<file path="src/clk_div_pkg.sv">
// Purpose: Shared constants for the system clock divider and trim block
// Assumes: APB with 32-bit data, one aligned word per register
// Notes:   Register offsets are byte addresses

package clk_div_pkg;
   // Register map
   localparam logic [11:0] TRIM_OFFSET     = 12'h000;
   localparam logic [11:0] DIVCTRL_OFFSET  = 12'h004;
   localparam logic [11:0] DIVSTAT_OFFSET  = 12'h008;
   // Divide control fields
   localparam int          UNLOCK_BIT      = 7;
   localparam int          SEL_LSB         = 0;
   localparam int          SEL_W           = 4;
   localparam int          TRIM_W          = 7;
   // Largest legal select code (factor 256)
   localparam logic [3:0]  SEL_MAX         = 4'h8;
   localparam logic [3:0]  SEL_DIV8        = 4'h3;
   localparam logic [3:0]  SEL_DIV1        = 4'h0;
   // Unlock window, in cycles of the divided clock
   localparam logic [2:0]  UNLOCK_CYCLES   = 3'h4;
   // Reset values
   localparam logic [6:0]  TRIM_RST        = 7'h40;
   localparam logic [31:0] UNMAPPED_RDATA  = 32'h0000_0000;
   // Prescaler synchronous counter width (256 = 2**8)
   localparam int          CNT_W           = 8;
endpackage : clk_div_pkg

</file>
<file path="src/clk_div_trim.sv">
// Purpose: Power-of-two system clock divider with unlock sequence and
//          oscillator trim register, reached over APB
// Assumes: core_clk is the undivided master clock; fuse and factory
//          calibration inputs are static straps from another domain
// Notes:   Divided clock is given as a one-cycle enable, shared by all
//          downstream domains
//
// Timing at a glance
//    APB: setup, then two access cycles; pready is high in the second
//    one. Writes land at the edge where pready is sampled high, so a
//    master that aborts early changes nothing.
//    Straps: fuse and calibration pass two flops that run through
//    reset, so both stages are settled when reset ends and the first
//    edge after release loads them.
//    Unlock: the window lasts four divided-clock enables. A select
//    write with the unlock bit low closes it at once, stored or not.
//    Switch: a new select waits for the end of the running period,
//    then the prescaler restarts from zero, so the first new period
//    is a whole one. No period is ever shorter than the shorter of the
//    old and the new one, which is what keeps the switch glitch free.
//    Hazard: reserved codes would leave the mask undefined, so they
//    are refused rather than clamped.
//
// How it works
// - One enable drives core, flash, I/O, converter
// - Switch only at divided-period boundary, no glitch
// - Free-running prescaler counter, never readable
// - New factor active within old plus two new
// - Trim bit 7 always reads zero
// - Trim value drives oscillator tune output monotonically
// - Factory calibration loaded into trim on reset
// - Unlock set only when bits 6:0 zero
// - Unlock clears after four cycles or select write
// - Rewriting unlock neither restarts nor clears window
// - Divide control bits 6:4 read zero
// - Select n gives factor two to the n
// - Select writable only inside unlock window
// - Fuse programmed resets select to divide by eight

`timescale 1ns/1ps
`default_nettype none

module clk_div_trim #(
   // Prescaler width; must cover the largest factor
   parameter int CNT_W = clk_div_pkg::CNT_W
) (
   // Clock and reset
   input  wire logic        core_clk,
   input  wire logic        sys_rst,
   // Straps, static, from outside the clock domain
   input  wire logic        startup_div8_fuse,
   input  wire logic [6:0]  factory_trim,
   // APB slave
   input  wire logic        psel,
   input  wire logic        penable,
   input  wire logic        pwrite,
   input  wire logic [11:0] paddr,
   input  wire logic [31:0] pwdata,
   output logic             pready,
   output logic             pslverr,
   output logic [31:0]      prdata,
   // Divided clock enables
   output logic             cpu_clk_en,
   output logic             flash_clk_en,
   output logic             io_clk_en,
   output logic             adc_clk_en,
   // Oscillator tune
   output logic [6:0]       oscillator_trim
);

   // Strap synchronisers
   logic        fuse_s1_r;
   logic        fuse_s2_r;
   logic [6:0]  ftrim_s1_r;
   logic [6:0]  ftrim_s2_r;
   logic        strap_done_r;
   // Register state
   logic [3:0]  divide_select_r;
   logic [3:0]  active_sel_r;
   logic [3:0]  pending_sel_r;
   logic        pending_r;
   logic [2:0]  unlock_cnt_r;
   logic [CNT_W-1:0] prescale_r;
   logic        tick_r;
   logic        ready_r;
   logic [31:0] rdata_r;
   logic        slverr_r;
   // One flop per downstream domain enable
   logic [3:0]  en_r;

   // Unlock window state, one-hot
   typedef enum logic [1:0] {
      WIN_SHUT = 2'b01,
      WIN_OPEN = 2'b10
   } win_state_t;
   win_state_t  win_r;

   localparam int CNT_W_L = CNT_W;

   // A narrower counter could not reach the factor-256 wrap
   if (CNT_W < clk_div_pkg::CNT_W) begin : g_bad_width
      $error("CNT_W too small for the largest division factor");
   end

   // Prescaler mask for a select code: factor 2**n means wrap at 2**n-1
   function automatic logic [CNT_W_L-1:0] div_mask(input logic [3:0] s);
      logic [CNT_W_L:0] one_hot;
      one_hot = '0;
      one_hot[s] = 1'b1;
      div_mask = CNT_W_L'(one_hot - 1'b1);
   endfunction

   // Bus decode
   wire         access   = psel & penable & ~ready_r;
   // Completion edge: pready is up, so the master samples it now
   wire         done     = psel & penable & ready_r;
   wire         wr       = done & pwrite;
   wire         hit_trim = paddr == clk_div_pkg::TRIM_OFFSET;
   wire         hit_div  = paddr == clk_div_pkg::DIVCTRL_OFFSET;
   wire         hit_stat = paddr == clk_div_pkg::DIVSTAT_OFFSET;
   wire         mapped   = hit_trim | hit_div | hit_stat;
   wire         wr_div   = wr & hit_div;
   wire [3:0]   wsel     = pwdata[clk_div_pkg::SEL_LSB +: clk_div_pkg::SEL_W];
   wire         wunlock  = pwdata[clk_div_pkg::UNLOCK_BIT];
   wire         sel_ok   = wsel <= clk_div_pkg::SEL_MAX;
   // Only a pure unlock pattern opens the window
   wire         unlock_wr = wr_div & wunlock & (pwdata[6:0] == 7'h00);
   // Select written with unlock bit zero, window open
   wire         unlock_open = win_r == WIN_OPEN;
   wire         sel_wr   = wr_div & ~wunlock & unlock_open;
   // Divided-period boundary: counter at its wrap for current factor
   wire         wrap     = (prescale_r & div_mask(active_sel_r))
                           == div_mask(active_sel_r);
   // Last cycle of the old period with a new factor waiting
   wire         switch_now = strap_done_r & pending_r & wrap;

   // Synchronise straps; two flops before anything reads them. No reset
   // here: a reset stage would hide the straps at the load edge
   always_ff @(posedge core_clk) begin
      fuse_s1_r  <= startup_div8_fuse;
      fuse_s2_r  <= fuse_s1_r;
      ftrim_s1_r <= factory_trim;
      ftrim_s2_r <= ftrim_s1_r;
   end

   // Free-running synchronous prescaler on the undivided clock; no read path
   always_ff @(posedge core_clk or posedge sys_rst) begin
      if (sys_rst) begin
         prescale_r <= '0;
         tick_r     <= 1'b0;
      end else begin
         tick_r <= wrap & strap_done_r;
         // Restart at load and at a switch so the new period is whole
         if (!strap_done_r || switch_now)
            prescale_r <= '0;
         else
            prescale_r <= prescale_r + 1'b1;
      end
   end

   // Unlock window counts divided-clock cycles, not master cycles, so
   // software running on the divided clock always gets four of its own
   always_ff @(posedge core_clk or posedge sys_rst) begin
      if (sys_rst) begin
         win_r        <= WIN_SHUT;
         unlock_cnt_r <= 3'h0;
      end else begin
         case (win_r)
            WIN_SHUT: begin
               if (unlock_wr) begin
                  win_r        <= WIN_OPEN;
                  unlock_cnt_r <= clk_div_pkg::UNLOCK_CYCLES;
               end
            end
            WIN_OPEN: begin
               if (sel_wr) begin
                  win_r        <= WIN_SHUT;
                  unlock_cnt_r <= 3'h0;
               end else if (tick_r) begin
                  // A repeated unlock write lands here and changes nothing
                  unlock_cnt_r <= unlock_cnt_r - 3'h1;
                  if (unlock_cnt_r == 3'h1)
                     win_r <= WIN_SHUT;
               end
            end
            default: begin
               win_r        <= WIN_SHUT;
               unlock_cnt_r <= 3'h0;
            end
         endcase
      end
   end

   // Select register, strap load once after reset release
   always_ff @(posedge core_clk or posedge sys_rst) begin
      if (sys_rst) begin
         strap_done_r    <= 1'b0;
         divide_select_r <= clk_div_pkg::SEL_DIV1;
         oscillator_trim <= clk_div_pkg::TRIM_RST;
      end else if (!strap_done_r) begin
         strap_done_r    <= 1'b1;
         divide_select_r <= fuse_s2_r ? clk_div_pkg::SEL_DIV8
                                      : clk_div_pkg::SEL_DIV1;
         oscillator_trim <= ftrim_s2_r;
      end else begin
         // Reserved codes are refused so the divider never stalls
         if (sel_wr && sel_ok)
            divide_select_r <= wsel;
         // Trim drives the oscillator directly, higher code is faster
         if (wr && hit_trim)
            oscillator_trim <= pwdata[clk_div_pkg::TRIM_W-1:0];
      end
   end

   // Apply a new factor only at the boundary of the current period, so
   // no period is shorter than the shorter of the old and new periods
   always_ff @(posedge core_clk or posedge sys_rst) begin
      if (sys_rst) begin
         active_sel_r  <= clk_div_pkg::SEL_DIV1;
         pending_sel_r <= clk_div_pkg::SEL_DIV1;
         pending_r     <= 1'b0;
      end else if (!strap_done_r) begin
         active_sel_r  <= fuse_s2_r ? clk_div_pkg::SEL_DIV8
                                    : clk_div_pkg::SEL_DIV1;
      end else begin
         if (divide_select_r != active_sel_r && !pending_r) begin
            pending_r     <= 1'b1;
            pending_sel_r <= divide_select_r;
         end else if (pending_r && wrap) begin
            active_sel_r  <= pending_sel_r;
            pending_r     <= 1'b0;
         end
      end
   end

   // One shared enable for every synchronous domain; a flop per domain
   // keeps the fan-out local while all four stay in step
   for (genvar g = 0; g < 4; g++) begin : g_en
      always_ff @(posedge core_clk or posedge sys_rst) begin
         if (sys_rst)
            en_r[g] <= 1'b0;
         else
            en_r[g] <= wrap & strap_done_r;
      end
   end

   // Domain enables, each straight from its flop
   assign cpu_clk_en   = en_r[0];
   assign flash_clk_en = en_r[1];
   assign io_clk_en    = en_r[2];
   assign adc_clk_en   = en_r[3];

   // Read mux; reserved bits read zero
   wire [31:0] rd_mux =
      hit_trim ? {24'h0, 1'b0, oscillator_trim} :
      hit_div  ? {24'h0, unlock_open, 3'b000,
                  divide_select_r} :
      hit_stat ? {27'h0, pending_r, active_sel_r} :
                 clk_div_pkg::UNMAPPED_RDATA;

   // APB answer one cycle into the access phase
   always_ff @(posedge core_clk or posedge sys_rst) begin
      if (sys_rst) begin
         ready_r  <= 1'b0;
         rdata_r  <= 32'h0000_0000;
         slverr_r <= 1'b0;
      end else begin
         ready_r  <= access;
         slverr_r <= access & ~mapped;
         if (access && !pwrite)
            rdata_r <= rd_mux;
      end
   end

   assign pready  = ready_r;
   assign pslverr = slverr_r;
   assign prdata  = rdata_r;

endmodule : clk_div_trim

`default_nettype wire

</file>
<file path="config.mk">
export PLATFORM = sky130hd
export DESIGN_NAME = clk_div_trim
export DESIGN_NICKNAME = d
export VERILOG_FILES = /design/src/clk_div_pkg.sv /design/src/clk_div_trim.sv
export SDC_FILE = /design/constraint.sdc
export NUM_CORES = 1
export LEC_CHECK = 0
export BUFFER_PORTS_ARGS = -buffer_cell sky130_fd_sc_hd__buf_2
export CORE_MARGIN = 1
export CORE_UTILIZATION = 40
export DETAILED_ROUTE_END_ITERATION = 8
export HOLD_SLACK_MARGIN = 0.02
export PLACE_DENSITY = 0.69
export SYNTH_ARGS = -nofsm -noshare
export SYNTH_HDL_FRONTEND = slang
export SYNTH_SLANG_ARGS = --single-unit
</file>
<file path="constraint.sdc">
create_clock -name core_clk -period 2.5 [get_ports core_clk]
set_clock_uncertainty 0.2 [all_clocks]
set_input_delay 0.5 -clock core_clk [delete_from_list [all_inputs] [get_ports core_clk]]
set_output_delay 0.5 -clock core_clk [all_outputs]
set_load 0.01 [all_outputs]
</file>
==> impl_results.md, run 1 <==
* Largest net degree at the start of global routing at 46
* Initial Util at 41.66%
* FF-to-FF path depth at 8
* Clock slew at reported path FFs at 0.08 ns
* Sw power at 0.0007206 W
* Fin worst setup slack at -0.03721 ns
* Setup crit start: active_sel_r[3]$_DFFE_PP0P_
* CP startpoint kind: flip-flop
* CP cell instances: nor4_4, inv_1, ha_2, or4_1, a211o_1, o211ai_2, nor3_1, a311oi_1
* CTS tree: built
* DP HPWL at 4586 um
* Max Clk Rate at 394.1 MHz
* Share of post-route cells with drive strength above 1 at 30.85%
* I/O pins at 102
* GRT Overall Usage at 17.28%
* Max-slew headroom at 54.62%
* Power per cell area at 630.8 nW/um2
* Reg2Reg Setup Slack at -0.04 ns
* Max-slew violation count at 0
* Maxcap violations at 0
* WHS Endpoint: ftrim_s1_r[1]$_DFF_P_
* Number of flops mapped to enable cells by yosys at 0
* #FFs+latches synth at 61
* Area of the die at 7989 um2
* Root buffer cell: clkbuf_8
* Seq/Total Area, Yosys at 47.44%
* Cell taking the most area after synthesis: dfrtp_1
* Final RePlAce weighted congestion at 0.8111
* First-pass DRT Iterations at 4
* Vias per std cell at 4.811
* CP max stage cell: or4_1
* CP arrival at 2.58 ns
* CP Buf/Inv Count at 1
* Commonest cells post-synth: 43 x dfrtp_1, 28 x nor2_1, 27 x buf_4, 19 x nand2_1, 17 x inv_1
* Crit-path leading delay family: simple AND/OR/NAND/NOR gates
* Sinks on Clock Net at 61
* Critical Path Fanout Max at 4
* Nets@finish at 434
* Mapped Cells at 299
* Area Growth Syn to Fin at 20.24%
* First-pass GRT wire length at 10180 um
* Synth warnings at 0
* Total core area at 7331 um2
* Mapped Area at 3054 um2
* Via Count at 2285
* # rows at 31
* Worst hold start: factory_trim[1]
* Fin area at 3672 um2
* PortBufs at 53
* Tmin final at 2.537 ns
* Crit Path Category: reg -> reg
* Initial antenna violation count at 0
* Max incr delay on CP at 0.46 ns
* Clock Path Buffers at 2
* DP Area at 3455 um2
* Outcome: finished with violations
* CP endpoint kind: flip-flop
* WP data required at 2.55 ns
* Seq pwr share at 47.9%
* Clock network power share at 34.6%
* Switching Share at 31.10%
* Class of the worst hold path: in -> reg
* VDD IR max at 0.0004784 V
* Routed WL at 6094 um
* Int Pwr at 0.001596 W
* Routed length per instance at 12.83 um
* Mean Syn Cell Area at 10.21 um2
* Period utilisation layout at 101.5%
* Final Hold Viols at 0
* Worst-Margin Slew at 0.6755 ns
* Post-synth ARST share at 73.77%
* Die H at 89.38 um
* Yosys top cell area share at 35.23%
* Htree depth at 3
* # diodes at 0
* CTS Hold Bufs at 0
* Top-count cell post-synth: dfrtp_1
* Top FF cell, synth: dfrtp_1
* Final setup fails at 2
* R2r endpoint: active_sel_r[1]$_DFFE_PP0P_
* Unique masters post-synth at 54
* Die width at 89.38 um
* Static Leak at 1.783 nW
* Vias in the first global route at 2231
* Worst R2R Start: active_sel_r[3]$_DFFE_PP0P_
* Residual DRC at 0
* Largest cells by area after synthesis: dfrtp_1 35%, dfxtp_1 10%, buf_4 6.6%, mux2i_1 5.2%, nor2_1 3.4%
* CTS buffer count at 9
* Post-route ant nets at 0
* Grt total ovfl at 0
* Clock Latency Late Sink at 0.35 ns
* Combinational Power Share at 17.5%
* Worst Hold Depth at 1
* Failing checks: negative setup slack
* Initial DRC Count at 116
* Design Power at 0.002317 W
* RSZ-0062 raised after global routing: yes
metal layers:
metal,track usage (%),wire length (um),vias up
met2,27.97,2966,57
li1,-,-,1140
met4,6.926,104,0
met3,4.709,228,11
met1,21.96,2793,1077
met5,0,0,-
cell type report:
class / count / area [um2]
Fill cell: 687 / 3659
Clock inverter: 7 / 55.05
Tap cell: 99 / 123.9
Timing Repair Buffer: 75 / 430.4
Clock buffer: 9 / 123.9
Inverter: 18 / 67.56
Sequential cell: 61 / 1449
Multi-Input combinational cell: 206 / 1423
through the flow:
stage | instances | worst slack (ns) | TNS [ns] | utilization (%) | hold WS (ns)
6_report | 475 | -0.03721 | -0.06177 | 50.09 | 0.04790
5_1_grt | 475 | -0.1911 | -1.337 | 50.09 | 0.02726
4_1_cts | 475 | -0.08654 | -0.1962 | 49.85 | 0.03386
3_5_place_dp | 457 | -0.09277 | -0.2650 | 47.12 | 0.1132
3_3_place_gp | 457 | -0.05204 | -0.09887 | 47.12 | 0.1102
2_1_floorplan | 322 | -0.1128 | -0.2256 | - | 0.1096
power groups by stage:
stage / Clock (W) / Combinational [W] / Sequential [W]
after floorplan: 0 / 0.000284 / 0.00111
after global placement: 0 / 0.000382 / 0.00112
after detailed placement: 0 / 0.000393 / 0.00113
after CTS: 0.000823 / 0.000401 / 0.00111
after global routing: 0.000865 / 0.000453 / 0.00112
final: 0.000802 / 0.000405 / 0.00111
how the worst max path moves through the flow:
stage | endpoint | slack [ns] | depth (start not counted)
after floorplan | active_sel_r[0]$_DFFE_PP0P_ | -0.11 | 9
after global placement | active_sel_r[0]$_DFFE_PP0P_ | -0.05 | 8
after detailed placement | active_sel_r[1]$_DFFE_PP0P_ | -0.09 | 8
after CTS | active_sel_r[1]$_DFFE_PP0P_ | -0.09 | 8
after global routing | active_sel_r[0]$_DFFE_PP0P_ | -0.19 | 8
final | active_sel_r[1]$_DFFE_PP0P_ | -0.04 | 8
placed cells by master (no fill, tap or decap), types with 2 or more instances in the layout:
master	netlist	layout
a311oi_2	0	2
nand2_1	19	19
o21ai_0	7	7
or3_1	3	3
buf_2	2	53
o31ai_1	6	6
nor3_1	7	6
buf_4	27	22
a21oi_1	15	15
nand4_1	3	3
and3_1	2	2
nand3_1	8	8
o21bai_1	2	2
o211ai_1	3	3
nor2_1	28	28
clkinv_1	1	2
mux2i_1	16	16
dfrtp_1	43	43
nor4_4	1	2
mux2_2	4	4
inv_6	0	3
dfxtp_1	16	16
ha_1	6	5
clkinv_4	0	2
conb_1	2	25
clkbuf_8	0	9
dfstp_2	2	2
nand2b_1	3	3
xor2_1	9	9
a22o_1	2	2
inv_1	17	16
a311oi_1	4	2
nor4_2	2	2
o211a_1	4	4
nor2b_1	4	4
cell families after synthesis:
group	after synthesis	synth area share, %
AOI/OAI and AO/OA	54	13.72
buffers and inverters	55	10.16
other	2	0.2459
adders and majority gates	6	2.458
DFF	61	47.44
and+or+nand+nor	91	16.39
muxes	20	6.718
xor gates and xnor gates	10	2.868
registers in the layout (all words and copies together), names as in the netlist:
name             flops
prdata               8
prescale_r           8
ftrim_s1_r           7
ftrim_s2_r           7
oscillator_trim      7
active_sel_r         4
divide_select_r      4
pending_sel_r        4
unlock_cnt_r         3
win_r                2
adc_clk_en           1
fuse_s1_r            1
fuse_s2_r            1
pending_r            1
pready               1
pslverr              1
strap_done_r         1
timing repair:
item                       4_1_cts  5_1_grt
pin swaps                        8        5
setup buffers                    2        0
setup endpoints to repair       13       14
resized for setup                1        3
Power figures use the tool's default switching activity.
==> run 2: changes to the inputs <==
CELL_PAD_IN_SITES_DETAIL_PLACEMENT = 0   (was not set)
CELL_PAD_IN_SITES_GLOBAL_PLACEMENT = 1   (was not set)
CORE_UTILIZATION = 34   (was 40)
HOLD_SLACK_MARGIN = not set   (was 0.02)
PLACE_DENSITY = 0.77   (was 0.69)
TNS_END_PERCENT = 10   (was not set)
==> run 2 against run 1 <==
  * The flow still finishes with violations (negative setup slack)
  * Sequential cell count did not move
  * Via count rose by 1.3%
  * Setup slack got worse by 0.069 ns
  * Die area rose by 17%
  * Non-clock buffer count rose by 1
  * Clock power rose by 0.9%
  * Critical path type unchanged
  * Highest routed layer unchanged
==> impl_results.md, run 2 (synthesized netlist as in run 1, its figures left out) <==
* Outcome: finished with violations
* Failing checks: negative setup slack
* CP max stage cell: or4_1
* PortBufs at 53
* Routed length per instance at 12.99 um
* Most frequent cells in the layout: 53 x buf_2, 42 x dfrtp_1, 28 x nor2_1
* # diodes at 0
* Class of the worst hold path: in -> reg
* Via Count at 2315
* Vias in the first global route at 2286
* CTS buffer count at 9
* DP HPWL at 4738 um
* Initial DRC Count at 92
* CTS tree: built
* Post-CTS Repair Setup Buffers at 0
* Clock Latency Late Sink at 0.33 ns
* Design Power at 0.002319 W
* I/O pins at 102
* Largest net degree at the start of global routing at 46
* VDD IR max at 0.0003160 V
* Worst-Margin Slew at 0.5666 ns
* DP Area at 3488 um2
* Initial antenna violation count at 0
* Fin area at 3682 um2
* Routed WL at 6302 um
* Htree depth at 3
* CP Buf/Inv Count at 1
* Clock network power share at 34.9%
* Clock Path Buffers at 2
* Maxcap violations at 0
* Die width at 96.78 um
* WP data required at 2.51 ns
* Total core area at 8721 um2
* Critical Path Fanout Max at 5
* Area of the die at 9366 um2
* CP startpoint kind: flip-flop
* Area Growth Syn to Fin at 20.57%
* Max incr delay on CP at 0.49 ns
* Static Leak at 1.781 nW
* Crit Path Category: reg -> reg
* Crit-path leading delay family: compound AO/OA/AOI/OAI gates
* Vias per std cell at 4.773
* Combinational Power Share at 17.1%
* Pre-CTS setup slack at -0.1139 ns
* Initial Util at 35.02%
* Fin worst setup slack at -0.1059 ns
* Die H at 96.78 um
* Max Clk Rate at 383.7 MHz
* Power per cell area at 629.7 nW/um2
* Sw power at 0.0007212 W
* GRT Overall Usage at 14.47%
* Seq pwr share at 48.0%
* Residual DRC at 0
* Sinks on Clock Net at 61
* CP endpoint kind: flip-flop
* # rows at 34
* CP arrival at 2.61 ns
* Int Pwr at 0.001597 W
* Tmin final at 2.606 ns
* CP cell instances: nor4_4, inv_1, ha_2, or4_1, a211o_1, o211a_1, a311oi_2, a311oi_1
* RSZ-0062 raised after global routing: yes
* Max-slew headroom at 62.23%
* Most common cell after layout, fill and taps aside: buf_2
* CTS Hold Bufs at 0
* Grt total ovfl at 0
* Share of post-route cells with drive strength above 1 at 30.77%
* Switching Share at 31.10%
* Final setup fails at 13
* Final Hold Viols at 0
* Root buffer cell: clkbuf_8
* Final RePlAce weighted congestion at 0.7332
* Period utilisation layout at 104.2%
* Nets@finish at 435
* First-pass GRT wire length at 10860 um
* First-pass DRT Iterations at 4
* Post-route ant nets at 0
* Max-slew violation count at 0
* Fillers at 833
* Clock slew at reported path FFs at 0.08 ns
[run 2: what timing repair did]
action                                  4_1_cts  5_1_grt
pin swaps                                     0        1
gates cloned                                  0        0
gates resized for setup                       3        0
endpoints found under the setup margin       13       14
[run 2: path summary, 6_finish.rpt]
| kind | depth (start not counted) | end | slack, ns | start |
|---|---|---|---|---|
| min in group asynchronous | 3 | prdata[0]$_DFFE_PP0P_ | 0.10 | sys_rst |
| max | 8 | active_sel_r[0]$_DFFE_PP0P_ | -0.11 | active_sel_r[3]$_DFFE_PP0P_ |
| max in group asynchronous | 3 | active_sel_r[3]$_DFFE_PP0P_ | 1.60 | sys_rst |
| min reg2reg | 0 | ftrim_s2_r[6]$_DFF_P_ | 0.13 | ftrim_s1_r[6]$_DFF_P_ |
| max reg2reg | 8 | active_sel_r[0]$_DFFE_PP0P_ | -0.11 | active_sel_r[3]$_DFFE_PP0P_ |
| min | 1 | ftrim_s1_r[2]$_DFF_P_ | 0.06 | factory_trim[2] |
[run 2: power by group through the flow]
stage          registers (W)  clock network, W  logic [W]
5_1_grt              0.00112          0.000893   0.000452
4_1_cts              0.00111          0.000849   0.000402
6_report             0.00111          0.000809   0.000397
2_1_floorplan        0.00111                 0   0.000280
3_5_place_dp         0.00113                 0   0.000393
3_3_place_gp         0.00113                 0   0.000386
[run 2: area by class of cell]
| cell class | instances | area, um2 | share of cell area [%] |
|---|---|---|---|
| clock buffers | 9 | 123.9 | 3.364 |
| multi-input cells | 206 | 1411 | 38.33 |
| repair buffers | 76 | 437.9 | 11.89 |
| well taps | 108 | 135.1 | 3.670 |
| clock inverters | 7 | 56.30 | 1.529 |
| inverters | 18 | 67.56 | 1.835 |
| flip-flops and latches | 61 | 1450 | 39.38 |
[run 2: layer usage]
| layer | vias to the layer above | part of all wire, % | GRT usage [%] |
|---|---|---|---|
| met2 | 56 | 49 | 22.86 |
| met4 | 0 | 0.70 | 6.085 |
| li1 | 1150 | - | - |
| met3 | 2 | 3.0 | 3.540 |
| met5 | - | 0 | 0 |
| met1 | 1107 | 48 | 18.89 |
[run 2: per-stage QoR]
step           instances  setup TNS [ns]  utilization, %  hold slack, ns
2_1_floorplan        322         -0.2461               -          0.1096
3_3_place_gp         469         -0.2271           40.00          0.1125
4_1_cts              485         -0.6564           42.22         0.03111
5_1_grt              485          -1.882           42.22         0.02715
3_5_place_dp         469         -0.5127           40.00          0.1138
6_report             485         -0.5266           42.22         0.05935
==> run 3: changes to the inputs <==
--- a/config.mk
+++ b/config.mk
@@ -7,2 +7,3 @@
 export LEC_CHECK = 0
+export ABC_CLOCK_PERIOD_IN_PS = 2500
 export BUFFER_PORTS_ARGS = -buffer_cell sky130_fd_sc_hd__buf_2
@@ -10,2 +11,3 @@
 export CELL_PAD_IN_SITES_GLOBAL_PLACEMENT = 1
+export CORE_ASPECT_RATIO = 0.5
 export CORE_MARGIN = 1
==> constraint.sdc (replaced) <==
create_clock -name core_clk -period 2.5 [get_ports core_clk]
set_clock_uncertainty 0.2 [all_clocks]
set_input_delay 0.25 -clock core_clk [delete_from_list [all_inputs] [get_ports core_clk]]
set_output_delay 0.25 -clock core_clk [all_outputs]
set_load 0.01 [all_outputs]
==> run 3 against run 2 <==
  * The run still ends with negative setup slack left
  * Via count about the same
  * Sequential share of layout area decreased by 1.9 points
  * Hold slack got worse by 0.042 ns
  * Wire length increased by 2.0%
  * Die area increased by 0.24%
  * Clock power increased by 47%
  * Fmax increased by 0.86%
  * Combinational power increased by 4%
  * Core utilization increased by 2.3 points
  * Critical path depth unchanged
==> impl_results.md, run 3 (synthesized netlist as in run 1, its figures left out) <==
* Root buffer cell: clkbuf_16
* Max Clk Rate at 387.0 MHz
* Residual DRC at 0
* Htree depth at 3
* Vias per std cell at 4.635
* I/O pins at 102
* Die H at 69.02 um
* Clock Path Buffers at 2
* First-pass DRT Iterations at 4
* Most frequent cells in the layout: 53 x buf_2, 42 x dfrtp_1, 28 x nor2_1
* CP arrival at 2.58 ns
* Switching Share at 26.81%
* First-pass GRT wire length at 11020 um
* VDD IR max at 0.0004297 V
* Clock slew at reported path FFs at 0.05 ns
* Area Growth Syn to Fin at 26.83%
* Design Power at 0.002711 W
* CP cell instances: nor4_4, inv_1, ha_2, or4_1, a211o_1, o211a_4, a311oi_2, a311oi_1
* CP endpoint kind: flip-flop
* Outcome: finished with violations
* DP Area at 3455 um2
* Maxcap violations at 0
* Fillers at 862
* GRT Overall Usage at 15.27%
* WP data required at 2.49 ns
* CTS tree: built
* Combinational Power Share at 15.1%
* # diodes at 0
* RSZ-0062 raised after global routing: yes
* Worst-Margin Slew at 0.6640 ns
* Seq pwr share at 41.0%
* Initial DRC Count at 118
* Max-slew violation count at 0
* Static Leak at 1.844 nW
* Routed length per instance at 12.89 um
* CP Buf/Inv Count at 1
* Post-route ant nets at 0
* Crit Path Category: reg -> reg
* Routed WL at 6431 um
* PortBufs at 53
* Final RePlAce weighted congestion at 0.7813
* Largest net degree at the start of global routing at 46
* Total negative slack at -0.1920 ns
* Initial Util at 35.07%
* Post-CTS Repair Setup Buffers at 0
* DP HPWL at 4559 um
* Sw power at 0.0007268 W
* CTS buffer count at 9
* Max incr delay on CP at 0.50 ns
* Nets@finish at 440
* Total core area at 8708 um2
* Class of the worst hold path: in -> reg
* Via Count at 2313
* Period utilisation layout at 103.3%
* Max-slew headroom at 55.39%
* Tmin final at 2.584 ns
* Most common cell after layout, fill and taps aside: buf_2
* Fin worst setup slack at -0.08371 ns
* CP max stage cell: or4_1
* Int Pwr at 0.001984 W
* Crit-path leading delay family: compound AO/OA/AOI/OAI gates
* Critical Path Fanout Max at 4
* Vias in the first global route at 2241
* Clock network power share at 43.9%
* Initial antenna violation count at 0
* Grt total ovfl at 0
* Final setup fails at 6
* Sinks on Clock Net at 61
* CP startpoint kind: flip-flop
* Area of the die at 9389 um2
* Power per cell area at 699.8 nW/um2
* Die width at 136.0 um
* Failing checks: negative setup slack
* Clock Latency Late Sink at 0.32 ns
* Fin area at 3874 um2
* # rows at 24
* Share of post-route cells with drive strength above 1 at 28.53%
* Min Hold Slack at 0.01703 ns
* Final Hold Viols at 0
[run 3: per-stage QoR]
step	worst slack, ns	cells	utilization (%)
after floorplan	-0.1231	322	-
after global placement	-0.06873	472	39.67
after detailed placement	-0.09211	472	39.67
after CTS	-0.1034	499	44.24
after global routing	-0.2002	499	44.48
final	-0.08371	499	44.48
[run 3: layout make-up]
cell class                 instances  area, um2  area share [%]
clock inverter                     3      16.27          0.4199
timing repair buffer              81      503.0           12.98
multi-input combinational        206       1419           36.63
tap                              117      146.4           3.779
sequential                        61       1450           37.44
clock buffer                      13      271.5           7.009
inverter                          18      67.56           1.744
[run 3: per-layer routing]
| metal | up-vias | part of all wire (%) | global-route usage (%) |
|---|---|---|---|
| met5 | - | 0 | 0 |
| met4 | 0 | 1.2 | 6.296 |
| met3 | 6 | 4.0 | 5.004 |
| met2 | 56 | 49 | 23.86 |
| met1 | 1102 | 46 | 19.33 |
| li1 | 1149 | - | - |
[run 3: worst paths after layout]
check                                            start                        endpoint  slack [ns]  cells past startpoint
min reg2reg                      ftrim_s1_r[5]$_DFF_P_           ftrim_s2_r[5]$_DFF_P_        0.12                      0
max in group asynchronous                      sys_rst     active_sel_r[3]$_DFFE_PP0P_        1.25                      4
max                        active_sel_r[3]$_DFFE_PP0P_     active_sel_r[0]$_DFFE_PP0P_       -0.08                      8
min in group asynchronous                      sys_rst         prescale_r[2]$_DFF_PP0_        0.42                      4
max reg2reg                active_sel_r[3]$_DFFE_PP0P_     active_sel_r[0]$_DFFE_PP0P_       -0.08                      8
min                                          pwdata[2]  divide_select_r[2]$_DFFE_PP0P_        0.02                      3
[run 3: worst min-delay path, delay by kind of cell]
| family | cells | cell delay (ns) |
|---|---|---|
| buffers and inverters | 1 | 0.11 |
| muxes | 1 | 0.07 |
| and+or+nand+nor | 1 | 0.07 |
[run 3: power groups by stage]
stage	Clock (W)	Sequential [W]	Combinational (W)
global route	0.00127	0.00112	0.000458
CTS	0.00122	0.00111	0.000398
floorplan	0	0.00111	0.000280
finish	0.00119	0.00111	0.000411
detailed placement	0	0.00113	0.000382
global placement	0	0.00112	0.000377
[run 3: what timing repair did]
| action | 4_1_cts | 5_1_grt |
|---|---|---|
| endpoints found under the hold margin | 52 | 0 |
| hold buffers | 11 | 0 |
| resized for setup | 0 | 5 |
| setup endpoints to repair | 10 | 15 |
| pin swaps | 6 | 0 |
